<file path="config.mk">
export PLATFORM = sky130hd
export DESIGN_NAME = serial_format_mode
export DESIGN_NICKNAME = d
export VERILOG_FILES = /design/src/common/serial_format_pkg.sv /design/src/design/serial_format_mode.sv /design/src/design/tx_char_fifo.sv
export SDC_FILE = /design/constraint.sdc
export NUM_CORES = 1
export LEC_CHECK = 0
export BUFFER_PORTS_ARGS = -buffer_cell sky130_fd_sc_hd__buf_2
export CAP_MARGIN = 20
export CORE_MARGIN = 10
export CORE_UTILIZATION = 49
export DETAILED_ROUTE_END_ITERATION = 7
export GPL_TIMING_DRIVEN = 0
export PLACE_DENSITY_LB_ADDON = 0.08
export SYNTH_ARGS = -nofsm -noshare
export SYNTH_HDL_FRONTEND = slang
export SYNTH_HIERARCHICAL = 1
export SYNTH_SLANG_ARGS = --single-unit
</file>
<file path="constraint.sdc">
create_clock -name clk_i -period 2.65 [get_ports clk_i]
set_clock_uncertainty 0.1 [all_clocks]
set_input_delay 0.53 -clock clk_i [delete_from_list [all_inputs] [get_ports clk_i]]
set_output_delay 0.53 -clock clk_i [all_outputs]
set_load 0.01 [all_outputs]
</file>
<file path="src/common/serial_format_pkg.sv">
// Serial format register block: offsets, field positions, reset values,
// and lookup figures shared by the block and its bench.
// Assumes a byte-addressed classic Wishbone slave with 32-bit data.
package serial_format_pkg;

  // Register byte offsets on the bus
  localparam logic [3:0] FORMAT_OFS = 4'h0;
  localparam logic [3:0] CARD_OFS = 4'h4;
  localparam logic [3:0] STATUS_OFS = 4'h8;
  localparam logic [3:0] TXDATA_OFS = 4'hc;

  // Field positions of serial_format_register
  localparam int COMM_MODE_BIT = 7;
  localparam int EXT_TIMING_BIT = 7;
  localparam int BLOCK_BIT = 6;
  localparam int PARITY_EN_BIT = 5;
  localparam int PARITY_ODD_BIT = 4;
  localparam int CPB_HI_BIT = 3;
  localparam int CPB_LO_BIT = 2;
  localparam int MP_BIT = 2;
  localparam int PRESC_HI_BIT = 1;
  localparam int PRESC_LO_BIT = 0;

  // Field positions of card_mode_register and of the status register
  localparam int CARD_SEL_BIT = 0;
  localparam int ST_PAR_ERR_BIT = 0;
  localparam int ST_ASYNC_BIT = 1;
  localparam int ST_MP_BIT = 2;
  localparam int ST_PARITY_BIT = 3;
  localparam int ST_CARD_BIT = 4;
  localparam int ST_TX_FULL_BIT = 5;

  // Reset values
  localparam logic [7:0] FORMAT_RST = 8'h00;
  localparam logic CARD_RST = 1'b0;

  // Prescaler divisions for select 00..11
  localparam logic [6:0] PRESC_DIV0 = 7'h01;
  localparam logic [6:0] PRESC_DIV1 = 7'h04;
  localparam logic [6:0] PRESC_DIV2 = 7'h10;
  localparam logic [6:0] PRESC_DIV3 = 7'h40;

  // Basic clocks per bit for card field 00..11
  localparam logic [8:0] CPB_VAL0 = 9'd32;
  localparam logic [8:0] CPB_VAL1 = 9'd64;
  localparam logic [8:0] CPB_VAL2 = 9'd372;
  localparam logic [8:0] CPB_VAL3 = 9'd256;

  // Early finish of transmission in extended card timing, whole etu
  localparam logic [3:0] LEAD_ETU = 4'd11;

  // Transmit buffer shape
  localparam int TX_DATA_W = 8;
  localparam int TX_DEPTH = 8;

endpackage

</file>
<file path="src/design/serial_format_mode.sv">
// Mode register of a serial channel: format decode, prescaler, parity.
// Assumes a classic Wishbone master on clk_i and a character sink and
// receive checker fed from logic on the same clock.
//
// The implementer's own choices: the Wishbone slave port and the register offsets.
`timescale 1ns/1ps

// Function
// - Multiprocessor bit 2 enables multiprocessor operation only in async normal mode (card select 0).
// - While multiprocessor mode is active, parity is neither added nor checked.
// - Prescaler select 00/01/10/11 divides the clock by 1/4/16/64.
// - The prescaler select value 0..3 is reported as the exponent index n.
// - Extended card timing (bit 7) finishes transmission 11.0 etu earlier.
// - Extended card timing also makes extra card clock control modes available.
// - In card mode bit 6 selects block transfer instead of per character.
// - With parity enabled in async mode a parity bit is added on send and checked on receive.
// - Parity sense bit 4 picks even (0) or odd (1) only when parity is active.
// - In card mode the clocks-per-bit field gives 32, 64, 372 or 256 clocks.
// - The card interface select bit picks normal or card field meanings.
// - In normal mode bit 7 picks async (0) or clocked synchronous (1).
module serial_format_mode
  import serial_format_pkg::*;
#(
  parameter int FIFO_DEPTH = TX_DEPTH
) (
  input wire logic clk_i,
  input wire logic rst_i,
  input wire logic cyc_i,
  input wire logic stb_i,
  input wire logic we_i,
  input wire logic [3:0] adr_i,
  input wire logic [3:0] sel_i,
  input wire logic [31:0] dat_i,
  output logic [31:0] dat_o,
  output logic ack_o,
  output logic [8:0] frame_data_o,
  output logic frame_has_parity_o,
  output logic frame_valid_o,
  input wire logic frame_ready_i,
  input wire logic [7:0] rx_char_i,
  input wire logic rx_parity_i,
  input wire logic rx_valid_i,
  output logic parity_error_o,
  output logic prescale_tick_o,
  output logic [1:0] prescale_exp_o,
  output logic async_mode_o,
  output logic multiproc_active_o,
  output logic parity_active_o,
  output logic parity_odd_o,
  output logic block_mode_o,
  output logic extended_timing_o,
  output logic [3:0] finish_lead_etu_o,
  output logic card_clock_ctrl_avail_o,
  output logic [8:0] card_clocks_per_bit_o
);

  typedef struct packed {
    logic [7:0] fmt;
    logic card_sel;
    logic ack;
    logic [7:0] rdat;
    logic [6:0] pre_cnt;
    logic pre_tick;
    logic [1:0] presc_n;
    logic frame_valid;
    logic [8:0] frame_data;
    logic frame_par;
    logic par_err;
    logic par_err_sticky;
    logic async_mode;
    logic mp_active;
    logic par_active;
    logic par_odd;
    logic block_mode;
    logic ext_timing;
    logic [3:0] lead_etu;
    logic clk_ctrl_avail;
    logic [8:0] cpb;
  } state_t;

  state_t st_r;
  state_t st_nxt;

  logic fifo_in_ready;
  logic [7:0] fifo_out_data;
  logic fifo_out_valid;
  logic fifo_out_ready;
  logic fifo_push;

  logic req;
  logic wr_commit;
  logic hit_fmt;
  logic hit_card;
  logic hit_status;
  logic hit_tx;
  logic [6:0] pre_div;

  assign req = cyc_i && stb_i;
  // Writes land on the edge where the master sees ack high
  assign wr_commit = req && we_i && st_r.ack && sel_i[0];

  always_comb begin
    hit_fmt = 1'b0;
    hit_card = 1'b0;
    hit_status = 1'b0;
    hit_tx = 1'b0;
    if (adr_i == FORMAT_OFS) begin
      hit_fmt = 1'b1;
    end else if (adr_i == CARD_OFS) begin
      hit_card = 1'b1;
    end else if (adr_i == STATUS_OFS) begin
      hit_status = 1'b1;
    end else if (adr_i == TXDATA_OFS) begin
      hit_tx = 1'b1;
    end
  end

  always_comb begin
    case (st_r.presc_n)
      2'b00: pre_div = PRESC_DIV0;
      2'b01: pre_div = PRESC_DIV1;
      2'b10: pre_div = PRESC_DIV2;
      default: pre_div = PRESC_DIV3;
    endcase
  end

  assign fifo_push = wr_commit && hit_tx;
  assign fifo_out_ready = !st_r.frame_valid || frame_ready_i;

  tx_char_fifo #(
    .WIDTH(TX_DATA_W),
    .DEPTH(FIFO_DEPTH)
  ) u_tx_fifo (
    .clk_i(clk_i),
    .rst_i(rst_i),
    .in_data_i(dat_i[7:0]),
    .in_valid_i(fifo_push),
    .in_ready_o(fifo_in_ready),
    .out_data_o(fifo_out_data),
    .out_valid_o(fifo_out_valid),
    .out_ready_i(fifo_out_ready)
  );

  always_comb begin
    st_nxt = st_r;

    // Bus slave; a full buffer holds off ack so the master stalls
    st_nxt.ack = req && !st_r.ack && !(we_i && hit_tx && !fifo_in_ready);
    st_nxt.rdat = 8'h00;
    if (hit_fmt) begin
      st_nxt.rdat = st_r.fmt;
    end else if (hit_card) begin
      st_nxt.rdat[CARD_SEL_BIT] = st_r.card_sel;
    end else if (hit_status) begin
      st_nxt.rdat[ST_PAR_ERR_BIT] = st_r.par_err_sticky;
      st_nxt.rdat[ST_ASYNC_BIT] = st_r.async_mode;
      st_nxt.rdat[ST_MP_BIT] = st_r.mp_active;
      st_nxt.rdat[ST_PARITY_BIT] = st_r.par_active;
      st_nxt.rdat[ST_CARD_BIT] = st_r.card_sel;
      st_nxt.rdat[ST_TX_FULL_BIT] = !fifo_in_ready;
    end
    if (wr_commit && hit_fmt) begin
      st_nxt.fmt = dat_i[7:0];
    end
    if (wr_commit && hit_card) begin
      st_nxt.card_sel = dat_i[CARD_SEL_BIT];
    end

    // Field decode, one cycle behind the register
    if (st_r.card_sel) begin
      st_nxt.async_mode = 1'b1;
      st_nxt.mp_active = 1'b0;
      st_nxt.block_mode = st_r.fmt[BLOCK_BIT];
      st_nxt.ext_timing = st_r.fmt[EXT_TIMING_BIT];
      st_nxt.clk_ctrl_avail = st_r.fmt[EXT_TIMING_BIT];
      st_nxt.lead_etu = st_r.fmt[EXT_TIMING_BIT] ? LEAD_ETU : 4'h0;
      case (st_r.fmt[CPB_HI_BIT:CPB_LO_BIT])
        2'b00: st_nxt.cpb = CPB_VAL0;
        2'b01: st_nxt.cpb = CPB_VAL1;
        2'b10: st_nxt.cpb = CPB_VAL2;
        default: st_nxt.cpb = CPB_VAL3;
      endcase
    end else begin
      st_nxt.async_mode = !st_r.fmt[COMM_MODE_BIT];
      st_nxt.mp_active = st_r.fmt[MP_BIT] && !st_r.fmt[COMM_MODE_BIT];
      st_nxt.block_mode = 1'b0;
      st_nxt.ext_timing = 1'b0;
      st_nxt.clk_ctrl_avail = 1'b0;
      st_nxt.lead_etu = 4'h0;
      st_nxt.cpb = CPB_VAL0;
    end
    // Card mode is async by nature; multiprocessor kills parity
    st_nxt.par_active = st_r.fmt[PARITY_EN_BIT] && st_nxt.async_mode
                        && !st_nxt.mp_active;
    st_nxt.par_odd = st_r.fmt[PARITY_ODD_BIT];
    st_nxt.presc_n = st_r.fmt[PRESC_HI_BIT:PRESC_LO_BIT];

    // Prescaler; >= guards a shrink of the division mid count
    if (st_r.pre_cnt >= pre_div - 7'h01) begin
      st_nxt.pre_cnt = 7'h00;
      st_nxt.pre_tick = 1'b1;
    end else begin
      st_nxt.pre_cnt = st_r.pre_cnt + 7'h01;
      st_nxt.pre_tick = 1'b0;
    end

    // Character framing with parity taken from the active setting
    if (fifo_out_ready) begin
      st_nxt.frame_valid = fifo_out_valid;
      if (fifo_out_valid) begin
        st_nxt.frame_par = st_r.par_active;
        st_nxt.frame_data = {^fifo_out_data ^ st_r.par_odd,
                             fifo_out_data};
        if (!st_r.par_active) begin
          st_nxt.frame_data[8] = 1'b0;
        end
      end
    end

    // Receive check; a new error wins over a clear in the same cycle
    st_nxt.par_err = rx_valid_i && st_r.par_active
                     && ((^{rx_char_i, rx_parity_i}) != st_r.par_odd);
    if (wr_commit && hit_status && dat_i[ST_PAR_ERR_BIT]) begin
      st_nxt.par_err_sticky = 1'b0;
    end
    if (st_nxt.par_err) begin
      st_nxt.par_err_sticky = 1'b1;
    end
  end

  always_ff @(posedge clk_i) begin
    if (rst_i) begin
      st_r <= '0;
      st_r.fmt <= FORMAT_RST;
      st_r.card_sel <= CARD_RST;
      st_r.async_mode <= 1'b1;
      st_r.cpb <= CPB_VAL0;
    end else begin
      st_r <= st_nxt;
    end
  end

  assign dat_o = {24'h000000, st_r.rdat};
  assign ack_o = st_r.ack;
  assign frame_data_o = st_r.frame_data;
  assign frame_has_parity_o = st_r.frame_par;
  assign frame_valid_o = st_r.frame_valid;
  assign parity_error_o = st_r.par_err;
  assign prescale_tick_o = st_r.pre_tick;
  assign prescale_exp_o = st_r.presc_n;
  assign async_mode_o = st_r.async_mode;
  assign multiproc_active_o = st_r.mp_active;
  assign parity_active_o = st_r.par_active;
  assign parity_odd_o = st_r.par_odd;
  assign block_mode_o = st_r.block_mode;
  assign extended_timing_o = st_r.ext_timing;
  assign finish_lead_etu_o = st_r.lead_etu;
  assign card_clock_ctrl_avail_o = st_r.clk_ctrl_avail;
  assign card_clocks_per_bit_o = st_r.cpb;

  a_mp_no_parity: assert property (@(posedge clk_i) disable iff (rst_i)
    st_r.mp_active |-> !st_r.par_active && !($rose(st_r.frame_valid)
    && $past(st_r.mp_active) && st_r.frame_par))
    else $error("parity active during multiprocessor mode");

  a_mp_async_only: assert property (@(posedge clk_i) disable iff (rst_i)
    st_r.mp_active |-> st_r.async_mode && !$past(st_r.card_sel))
    else $error("multiprocessor mode outside async normal mode");

  a_presc_by_four: assert property (@(posedge clk_i) disable iff (rst_i)
    (st_r.pre_tick && st_r.presc_n == 2'b01 && st_r.fmt[1:0] == 2'b01)
    |=> !st_r.pre_tick[*3] ##1 st_r.pre_tick)
    else $error("prescaler divide by four period wrong");

  a_presc_exp_idx: assert property (@(posedge clk_i) disable iff (rst_i)
    st_r.presc_n == $past(st_r.fmt[1:0]))
    else $error("prescaler exponent does not follow select");

  a_lead_eleven: assert property (@(posedge clk_i) disable iff (rst_i)
    st_r.ext_timing |-> st_r.lead_etu == 4'd11 && st_r.clk_ctrl_avail)
    else $error("extended timing lead or clock control wrong");

  a_block_follow: assert property (@(posedge clk_i) disable iff (rst_i)
    st_r.block_mode == ($past(st_r.card_sel) && $past(st_r.fmt[6])))
    else $error("block mode does not follow card setting");

  a_rx_parity_chk: assert property (@(posedge clk_i) disable iff (rst_i)
    (rx_valid_i && st_r.par_active
     && ((^{rx_char_i, rx_parity_i}) != st_r.par_odd))
    |=> st_r.par_err ##1 st_r.par_err_sticky)
    else $error("receive parity error not flagged");

  a_cpb_card_372: assert property (@(posedge clk_i) disable iff (rst_i)
    ($past(st_r.card_sel) && $past(st_r.fmt[3:2]) == 2'b10)
    |-> st_r.cpb == 9'd372)
    else $error("clocks per bit not 372");

  a_async_select: assert property (@(posedge clk_i) disable iff (rst_i)
    !$past(st_r.card_sel) |-> st_r.async_mode == !$past(st_r.fmt[7]))
    else $error("communication mode decode wrong");

  a_ack_one_shot: assert property (@(posedge clk_i) disable iff (rst_i)
    st_r.ack |=> !st_r.ack)
    else $error("ack held for two cycles");

  a_tx_par_bit: assert property (@(posedge clk_i) disable iff (rst_i)
    (st_r.frame_valid && st_r.frame_par)
    |-> (^st_r.frame_data) == $past(st_r.par_odd, 1) || $past(st_r.frame_valid))
    else $error("transmit parity bit has wrong sense");

endmodule // serial_format_mode

</file>
<file path="src/design/tx_char_fifo.sv">
// Synchronous FIFO with valid/ready on both sides.
// Assumes one clock and a synchronous active-high reset.
`timescale 1ns/1ps
module tx_char_fifo #(
  parameter int WIDTH = 8,
  parameter int DEPTH = 8
) (
  input wire logic clk_i,
  input wire logic rst_i,
  input wire logic [WIDTH-1:0] in_data_i,
  input wire logic in_valid_i,
  output logic in_ready_o,
  output logic [WIDTH-1:0] out_data_o,
  output logic out_valid_o,
  input wire logic out_ready_i
);
  localparam int AW = $clog2(DEPTH);

  logic [WIDTH-1:0] mem_r [DEPTH];
  logic [AW-1:0] wr_r;
  logic [AW-1:0] rd_r;
  logic [AW:0] cnt_r;
  logic push;
  logic pop;

  assign in_ready_o = (cnt_r != (AW+1)'(DEPTH));
  assign out_valid_o = (cnt_r != '0);
  assign out_data_o = mem_r[rd_r];
  assign push = in_valid_i && in_ready_o;
  assign pop = out_valid_o && out_ready_i;

  always_ff @(posedge clk_i) begin
    if (push) begin
      mem_r[wr_r] <= in_data_i;
    end
    if (rst_i) begin
      wr_r <= '0;
      rd_r <= '0;
      cnt_r <= '0;
    end else begin
      if (push) begin
        wr_r <= (wr_r == AW'(DEPTH - 1)) ? '0 : wr_r + 1'b1;
      end
      if (pop) begin
        rd_r <= (rd_r == AW'(DEPTH - 1)) ? '0 : rd_r + 1'b1;
      end
      cnt_r <= cnt_r + (AW+1)'(push) - (AW+1)'(pop);
    end
  end
endmodule // tx_char_fifo

</file>
==> results of run 1 <==
-- cell usage after synthesis (all sizes together) (3+ instances only) --
library cell   n
ha            20
or3b           3
nand2         32
mux2           9
mux4          16
a21oi         24
edfxtp        64
buf           65
a22o           3
inv           16
xor2           4
and3           8
nor4           4
dfxtp         64
nor2b          7
clkbuf         6
xnor2         15
and2           6
nand2b        12
nor3           8
nor2          17
nand3         25
mux2i          5
o21ai          6
-- power by group through the flow --
stage / Combinational, mW / Clock (mW) / Sequential, mW
after floorplan: 1.13 / 0 / 2.29
after global placement: 1.43 / 0 / 2.30
after global routing: 1.79 / 2.30 / 2.28
after detailed placement: 1.46 / 0 / 2.30
final: 1.61 / 2.17 / 2.27
after CTS: 1.50 / 2.21 / 2.27
-- worst max-delay path, delay by kind of cell (launching register included) --
family	cells	cell delay (ps)
AOI/OAI and AO/OA	1	120
xor gates and xnor gates	3	750
buffers and inverters	2	240
DFF	1	320
muxes	2	820
and+or+nand+nor	1	110
-- flip-flops by register name (all words and copies together), names as in the netlist, 2 cells and up, named ones only --
register	cells
card_clocks_per_bit_o	4
dat_o	8
frame_data_o	9
prescale_exp_o	2
st_nxt	3
st_r	14
u_tx_fifo/cnt_r	4
u_tx_fifo/mem_r	64
u_tx_fifo/rd_r	3
u_tx_fifo/wr_r	3
-- timing repair --
action | in CTS | in global routing
buffers inserted | 1 | 7
endpoints found under the setup margin | 61 | 9
hold buffers | 0 | 0
cloned | 0 | 0
pin swaps | 2 | 5
resized for setup | 9 | 14
-- area by class of cell --
type                    count  area share (%)
flip-flops and latches    128            45.3
multi-input cells         274            30.3
plain buffers              69            7.25
clock buffers              21            6.22
repair buffers             77            5.91
well taps                 143            2.53
clock inverters            11            1.64
inverters                  16           0.849
-- per-layer routing --
metal | vias to the layer above | track usage [%] | wire length, um
met2 | 109 | 23.0 | 5610
met3 | 5 | 6.08 | 1070
li1 | 1808 | - | -
met1 | 1777 | 19.2 | 5220
met5 | - | 0 | 0
met4 | 0 | 4.64 | 64
-- cell families after synthesis --
kind of cell               after synthesis  share of synthesized area, %
buffers and inverters                   87                          9.85
muxes                                   30                          9.87
adders and majority gates               21                          4.70
and+or+nand+nor                        128                          11.5
DFF                                    128                          55.7
AOI/OAI and AO/OA                       44                          4.61
xor gates and xnor gates                21                          3.68
other                                    2                         0.131
-- stage by stage --
stage / utilization (%) / total power, mW / setup slack [ps] / hold WS, ps / cells
after global routing: 61.7 / 6.37 / 3.45 / 315 / 739
after global placement: 55.6 / 3.73 / -829 / 337 / 699
after detailed placement: 55.9 / 3.76 / -464 / 339 / 701
after CTS: 61.0 / 5.99 / 6.05 / 295 / 733
after floorplan: - / 3.42 / 16.2 / 300 / 489
final: 61.7 / 6.05 / 101 / 303 / 739
-- final timing paths --
path,slack [ps],startpoint,endpoint
min,300,rx_valid_i,parity_error_o$_SDFF_PP0_
min reg2reg,350,st_r[60]$_SDFFE_PP0P_,async_mode_o$_SDFF_PP1_
max reg2reg,100,flop,frame_data_o[8]$_SDFFE_PP0P_
max,100,flop,frame_data_o[8]$_SDFFE_PP0P_
==> results.md, run 1 <==
* Critical Path Max Stage Delay at slightly above 500 ps
* Port bufs at 67
* Power Internal at 4.45 mW
* Pwr/cell area at 855 nW/um^2
* Area grow syn2layout at 23.0%
* Critical Path, Cell by Cell: buf_6, buf_12, mux4_2, mux2_4, xnor2_2, xnor3_1, xnor2_1, nand4_1, a21oi_1
* Sequential area share after synthesis at between 50% and 60%
* Final HPWL DP at just under 9 mm
* Hold Path Class: in2reg
* Routed wire length at about 12 mm
* Setup TNS at 0 ps
* RSZ-0062 raised after global routing: false
* Vias at between 3000 and 4000
* Outcome: completed
* Clock Path Buffers at 2
* Most frequent cells in the layout: 68 x buf_2, 67 x buf_4, 64 x edfxtp_1
* Max VDD drop at 0.000565 V
* Cells after synthesis at between 400 and 500
* Fin crit period at 2550 ps
* Fin nets at 660
* DRC Markers at 0
* Total track usage at around 15%
* Power share of the combinational group at between 20% and 30%
* P_sw at around 1.6 mW
* Post-route cell area at 7080 um^2
* Syn avg cell area at roughly 12 um^2
* Antenna Cells at 0
* Clock sink count at approximately 130
* EDFF count, synth at 64
* I/O pins at between 100 and 150
* Clk_lat worst skew at 410 ps
* CTS tree: built
* Area taken by multi-input logic gates at 2150 um^2
* Clk slew on worst S/H paths at about 60 ps
* Final Hold Violating Endpoints at 0
* Initial antenna violation count at 0
* ANT nets after route at 0
* Synth unique cells at 50
* Prevailing post-synth register cell: edfxtp_1
* Pre-Repair DR Iteration Count at 4
* FFs w/ async S/R, synth at 0%
* F_max at 0.392 GHz
* Crit share post-route at 96.2%
* Area after DPL at between 6000 and 7000 um^2
* GP Congestion at 0.807
* Final Max Slew Viols at 0
* P_leak at ~3.0 nW
* Data required, critical path at 2890 ps
* Yosys warns at 6
* Crit start category: flop
* WS Path Type: reg2reg
* Clk pwr share at between 30% and 40%
* Core Area at approximately 11000 um^2
* Sequential share of power at 37.5%
* Critical Path AT at roughly 2800 ps
* Final setup violation count at 0
* Yosys reg bits at between 100 and 150
* Row count at 39
* Htree depth at 4
* Slowest-stage cell, CP: mux4_2
* DRT iter0 DRCs at 302
* Number of vias per cell at around 5.0
* Clk root buf: clkbuf_16
* Initial core utilization at 50.2%
* Worst-margin pin slew at between 900 and 1000 ps
* Share of post-route cells with drive strength above 1 at between 30% and 40%
* Cell taking the most area after synthesis: edfxtp_1
* Post-Syn Area at approximately 5800 um^2
* DIE WIDTH at 128 um
* Number of CTS-inserted buffers at 17
* Wirelength per Cell at roughly 16 um
* Total of max-cap violations at 0
* Die footprint at between 15000 and 20000 um^2
* Die height at ~130 um
* Worst slew margin at between 30% and 40%
* Storage cell area at 3200 um^2
* Worst Reg-to-Reg Cells at 9
* # fillers at 952
* Yosys top cell area share at around a third
* Remaining Overflow, GRT at 0
* Sw Ratio at a little over a quarter
* Crit. End Element: flop
* Vias in the first global route at between 3000 and 4000
* Largest cells by area after synthesis: edfxtp_1 33%, dfxtp_1 22%, buf_4 7.4%
* WHS Path Cells at 3
* Largest net degree at the start of global routing at 17
* First-pass GRT wire length at 19.6 mm
* Most common cell after layout, fill and taps aside: buf_2
* Maximum fanout along the worst path at 10
Power figures use the tool's default switching activity.
==> run 2: changes to the inputs <==
--- a/config.mk
+++ b/config.mk
@@ -8,9 +8,10 @@
 export BUFFER_PORTS_ARGS = -buffer_cell sky130_fd_sc_hd__buf_2
 export CAP_MARGIN = 20
 export CORE_MARGIN = 10
-export CORE_UTILIZATION = 49
+export CORE_UTILIZATION = 51
+export CTS_BUF_LIST = sky130_fd_sc_hd__clkbuf_8
 export DETAILED_ROUTE_END_ITERATION = 7
-export GPL_TIMING_DRIVEN = 0
+export GPL_TIMING_DRIVEN = 1
 export PLACE_DENSITY_LB_ADDON = 0.08
 export SYNTH_ARGS = -nofsm -noshare
 export SYNTH_HDL_FRONTEND = slang
==> run 2 against run 1 <==
Net effect:
- clock power is 25% lower
- sequential power hardly changed
- combinational power is 11% lower
- global-route usage is 0.25 points lower
- utilization is 2.4 points lower
- via count is 6.9% lower
- routed wire length is 4.4% lower
- first-iteration DRC count is 34% lower
- final cell count is 7.7% lower
- die area is 3.3% lower
- critical endpoint unchanged
- highest routed layer unchanged
==> results.md, run 2 (same netlist as run 1, synthesis figures left out) <==
* Outcome: completed
* Share of post-route cells with drive strength above 1 at about a quarter
* First-pass GRT wire length at about 19 mm
* Largest net degree at the start of global routing at 33
* Clk root buf: clkbuf_8
* Crit start category: flop
* Setup TNS at 0 ps
* Data required, critical path at approximately 2900 ps
* CTS tree: built
* # fillers at 940
* Total of max-cap violations at 0
* Max VDD drop at ~0.00045 V
* WS Path Type: reg2reg
* Port bufs at 67
* RSZ-0062 raised after global routing: true
* Clk slew on worst S/H paths at approximately 70 ps
* GP Congestion at about 0.75
* Total Power at approximately 5.3 mW
* Crit share post-route at around 96%
* Remaining Overflow, GRT at 0
* Area grow syn2layout at 12.8%
* Buf/Inv on CP at 2
* Most frequent cells in the layout: 67 x buf_2, 64 x edfxtp_1, 63 x dfxtp_1
* Final setup violation count at 0
* Fin crit period at about 2500 ps
* Die footprint at around 16000 um^2
* Clock Path Buffers at 2
* Vias in the first global route at 3553
* Vias at about 3400
* Hold-fix buffers, CTS at 0
* Clock sink count at 128
* Total track usage at between 10 and 15%
* Slowest-stage cell, CP: mux4_2
* Number of vias per cell at slightly above 5
* Most common cell after layout, fill and taps aside: buf_2
* Htree depth at 4
* F_max at around 0.39 GHz
* Most flop-heavy register: u_tx_fifo/mem_r
* Non-filler instance count after layout at between 600 and 700
* Storage cell area at ~3200 um^2
* Hold Path Class: in2reg
* Pwr/cell area at between 800 and 900 nW/um^2
* DIE WIDTH at 126 um
* Worst-margin pin slew at a little under 600 ps
* Crit. End Element: flop
* Critical Path AT at ~2800 ps
* DRC Markers at 0
* Final Max Slew Viols at 0
* I/O pins at around 120
* Initial core utilization at 52.6%
* ANT nets after route at 0
* Pre-Repair DR Iteration Count at 4
* Area taken by multi-input logic gates at approximately 2100 um^2
* Wirelength per Cell at between 15 and 20 um
* Largest register FFs at 64
* Critical Path Max Stage Delay at roughly 470 ps
* Placed insts at ~640
* Routed wire length at about 11 mm
* Fin nets at 606
* Initial antenna violation count at 0
* Number of CTS-inserted buffers at 17
* Top Family by Delay on Critical Path: multiplexers
* Antenna Cells at 0
* Die height at approximately 130 um
* P_leak at roughly 2.7 nW
* Worst slew margin at 60.9%
* Clk_lat worst skew at approximately 430 ps
* Row count at 38
* Final Hold Violating Endpoints at 0
* Core Area at around 11000 um^2
* Maximum fanout along the worst path at 4
* Critical Path, Cell by Cell: buf_12, buf_8, mux4_2, mux2_4, xnor2_2, xnor3_1, xnor2_1, nand4_1, a21oi_1
* DRT iter0 DRCs at 200
* Final HPWL DP at a little over 8 mm
[run 2: cell count changes in the layout (fill, tap and decap cells not counted), moves of 3 or more]
cell / previous run / this run
inv_1: 16 / 21
nor3_1: 4 / 7
clkbuf_16: 17 / 0
nor3_2: 4 / 1
clkbuf_8: 1 / 18
clkbuf_1: 7 / 0
buf_4: 67 / 22
buf_1: 3 / 0
clkinvlp_4: 4 / 0
[run 2: stage by stage]
stage	util (%)	hold WS (ps)	cell area, um^2	worst slack [ps]
global placement	55.3	327	6040	34.3
CTS	59.1	229	6460	11.2
finish	59.3	255	6490	115
global route	59.3	246	6490	-20.7
detailed placement	55.3	332	6040	2.56
floorplan	-	300	5860	16.2
[run 2: final cells by class]
class / instances / area share, %
multi-input cells: 274 / 32.5
clock inverters: 14 / 2.08
flip-flops and latches: 128 / 49.4
inverters: 16 / 0.926
repair buffers: 92 / 8.56
well taps: 140 / 2.70
clock buffers: 18 / 3.82
[run 2: path summary, 6_finish.rpt]
kind | start | endpoint | slack [ps] | cells past startpoint
hold reg to reg | ack_o$_SDFF_PP0_ | ack_o$_SDFF_PP0_ | 340 | 1
setup / recovery | flop | frame_data_o[8]$_SDFFE_PP0P_ | 110 | 9
setup reg to reg | flop | frame_data_o[8]$_SDFFE_PP0P_ | 110 | 9
hold / removal | stb_i | ack_o$_SDFF_PP0_ | 250 | 3
[run 2: layer usage]
layer	global-route usage, %	routed length [um]	vias up
met5	0	0	-
met4	5.29	134	0
met3	6.17	711	14
met2	23.5	5480	83
met1	17.8	5110	1655
li1	-	-	1691
[run 2: where the power goes]
group / internal [mW] / total, mW / switching (mW)
clock: 0.922 / 1.62 / 0.695
sequential: 2.20 / 2.30 / 0.0963
combinational: 0.769 / 1.43 / 0.659
total: 3.89 / 5.34 / 1.45
[run 2: worst min-delay path, delay by kind of cell]
kind	cells	cell delay (ps)
AND/OR/NAND/NOR	2	120
buffers and inverters	1	90
[run 2: repair_timing]
| action | in CTS | in global routing |
|---|---|---|
| hold endpoints to repair | 0 | 0 |
| setup endpoints to repair | 1 | 1 |
| cloned | 0 | 0 |
| pin swaps | 2 | 5 |
| buffers inserted | 3 | 4 |
| gates resized for setup | 2 | 10 |
==> run 3: changes to the inputs <==
==> constraint.sdc (replaced) <==
create_clock -name clk_i -period 2.1 [get_ports clk_i]
set_clock_uncertainty 0.1 [all_clocks]
set_input_delay 0.42 -clock clk_i [delete_from_list [all_inputs] [get_ports clk_i]]
set_output_delay 0.42 -clock clk_i [all_outputs]
set_load 0.01 [all_outputs]
==> run 3 against run 2 <==
Net effect:
- the run now ends with setup timing left
- non-clock buffer count up 20
- critical path type unchanged
- combinational power is 49% higher
- largest power group unchanged
- final cell count rose by 2.9%
- power rose by 31%
==> results.md, run 3 (same netlist as run 1, synthesis figures left out) <==
* Final setup violation count at 4
* Clock Path Buffers at 2
* F_max at between 0.4 and 0.5 GHz
* Htree depth at 4
* P_leak at ~2.8 nW
* Clk pwr share at about 29%
* CTS tree: built
* Clock sink count at around 130
* Hold Path Class: in2reg
* ANT nets after route at 0
* Number of vias per cell at between 5 and 6
* GP Congestion at a little under 0.8
* # fillers at roughly 880
* Worst hold slack at approximately 160 ps
* Setup TNS at -832 ps
* Most common cell after layout, fill and taps aside: buf_2
* Die height at 126 um
* Routed wire length at 11.7 mm
* Final Max Slew Viols at 0
* Total of max-cap violations at 0
* Most frequent cells in the layout: 67 x buf_2, 64 x edfxtp_1, 62 x dfxtp_1
* DP Worst Slack at -330 ps
* Final HPWL DP at a little under 9 mm
* Critical Path AT at 2680 ps
* Remaining Overflow, GRT at 0
* Clk slew on worst S/H paths at roughly 70 ps
* Maximum fanout along the worst path at 9
* Power share of the combinational group at a little under a third
* Fin nets at between 600 and 700
* Row count at 38
* Vias at 3555
* Data required, critical path at roughly 2400 ps
* Total Power at 7.00 mW
* Share of post-route cells with drive strength above 1 at about 33%
* Area grow syn2layout at 17.7%
* Clk_lat worst skew at 430 ps
* Sequential share of power at 40.9%
* Vias in the first global route at ~3600
* DIE WIDTH at about 130 um
* Antenna Cells at 0
* Initial antenna violation count at 0
* First-pass GRT wire length at between 15 and 20 mm
* Final worst slack at -305 ps
* Most flop-heavy register: u_tx_fifo/mem_r
* Max VDD drop at 0.000677 V
* Pwr/cell area at between 1000 and 1500 nW/um^2
* Hold wc startpoint: stb_i
* Crit start category: flop
* Sw Ratio at between 20% and 30%
* Core Area at roughly 11000 um^2
* Outcome: complete, but fails checks
* Largest net degree at the start of global routing at 22
* I/O pins at roughly 120
* Die footprint at between 15000 and 20000 um^2
* Port bufs at between 60 and 70
* DRT iter0 DRCs at between 150 and 200
* Clk root buf: clkbuf_8
* Fin crit period at about 2400 ps
* Final Hold Violating Endpoints at 0
* Wirelength per Cell at about 17 um
* Crit share post-route at 115%
* Initial core utilization at 52.6%
* P_sw at around 2.0 mW
* DRC Markers at 0
* Number of CTS-inserted buffers at 17
* Violated checks: setup timing
* Pre-Repair DR Iteration Count at 4
* Power Internal at roughly 5.1 mW
* Total track usage at approximately 15%
* WS Path Type: reg2reg
* Crit. End Element: flop
* Largest register FFs at 64
* RSZ-0062 raised after global routing: true
-- run 3: worst max-delay path: stages (launching register included) --
cell and delay [ps]:
dfxtp_2 350, buf_12 140, mux4_2 500, mux2_4 300, xnor2_2 150, xnor3_1 410, xnor2_1 160, nand4_1 100
a21oi_1 130
-- run 3: final cells by class --
class | instances | area (um^2) | area share [%]
Clock buffer | 20 | 275 | 4.07
Clock inverter | 12 | 103 | 1.52
Inverter | 16 | 62.6 | 0.924
Multi-Input combinational cell | 274 | 2220 | 32.8
Sequential cell | 128 | 3210 | 47.4
Tap cell | 140 | 175 | 2.59
Timing Repair Buffer | 112 | 727 | 10.7
-- run 3: worst paths after layout --
| kind | to | slack [ps] | depth (start not counted) |
|---|---|---|---|
| max | frame_data_o[8]$_SDFFE_PP0P_ | -310 | 8 |
| min | ack_o$_SDFF_PP0_ | 160 | 3 |
| max reg2reg | frame_data_o[8]$_SDFFE_PP0P_ | -310 | 8 |
| min reg2reg | frame_has_parity_o$_SDFFE_PP0P_ | 350 | 2 |
-- run 3: per-stage QoR --
step | utilization [%] | instances | area [um^2]
3_3_place_gp | 57.8 | 669 | 6320
3_5_place_dp | 57.8 | 669 | 6320
6_report | 61.9 | 702 | 6770
2_1_floorplan | - | 489 | 5950
5_1_grt | 61.9 | 702 | 6770
4_1_cts | 61.8 | 702 | 6760
-- run 3: timing repair --
action                                  4_1_cts  5_1_grt
buffers inserted                              2        1
endpoints found under the setup margin        4        5
gates resized for setup                      10        6
pin swaps                                     6        5
hold buffers                                  0        0
-- run 3: power groups by stage --
stage          Combinational, mW  Clock (mW)  Sequential (mW)
6_report                    2.13        2.00             2.87
5_1_grt                     2.34        2.16             2.89
4_1_cts                     2.11        2.06             2.87
3_5_place_dp                1.99           0             2.92
3_3_place_gp                1.94           0             2.91
2_1_floorplan               1.55           0             2.89
-- run 3: layer usage --
metal	vias up	part of all wire (%)	GRT usage, %
met4	0	1.7	6.43
met1	1706	44	18.7
met3	19	7.7	5.41
met5	-	0	0
met2	99	46	23.5
li1	1731	-	-
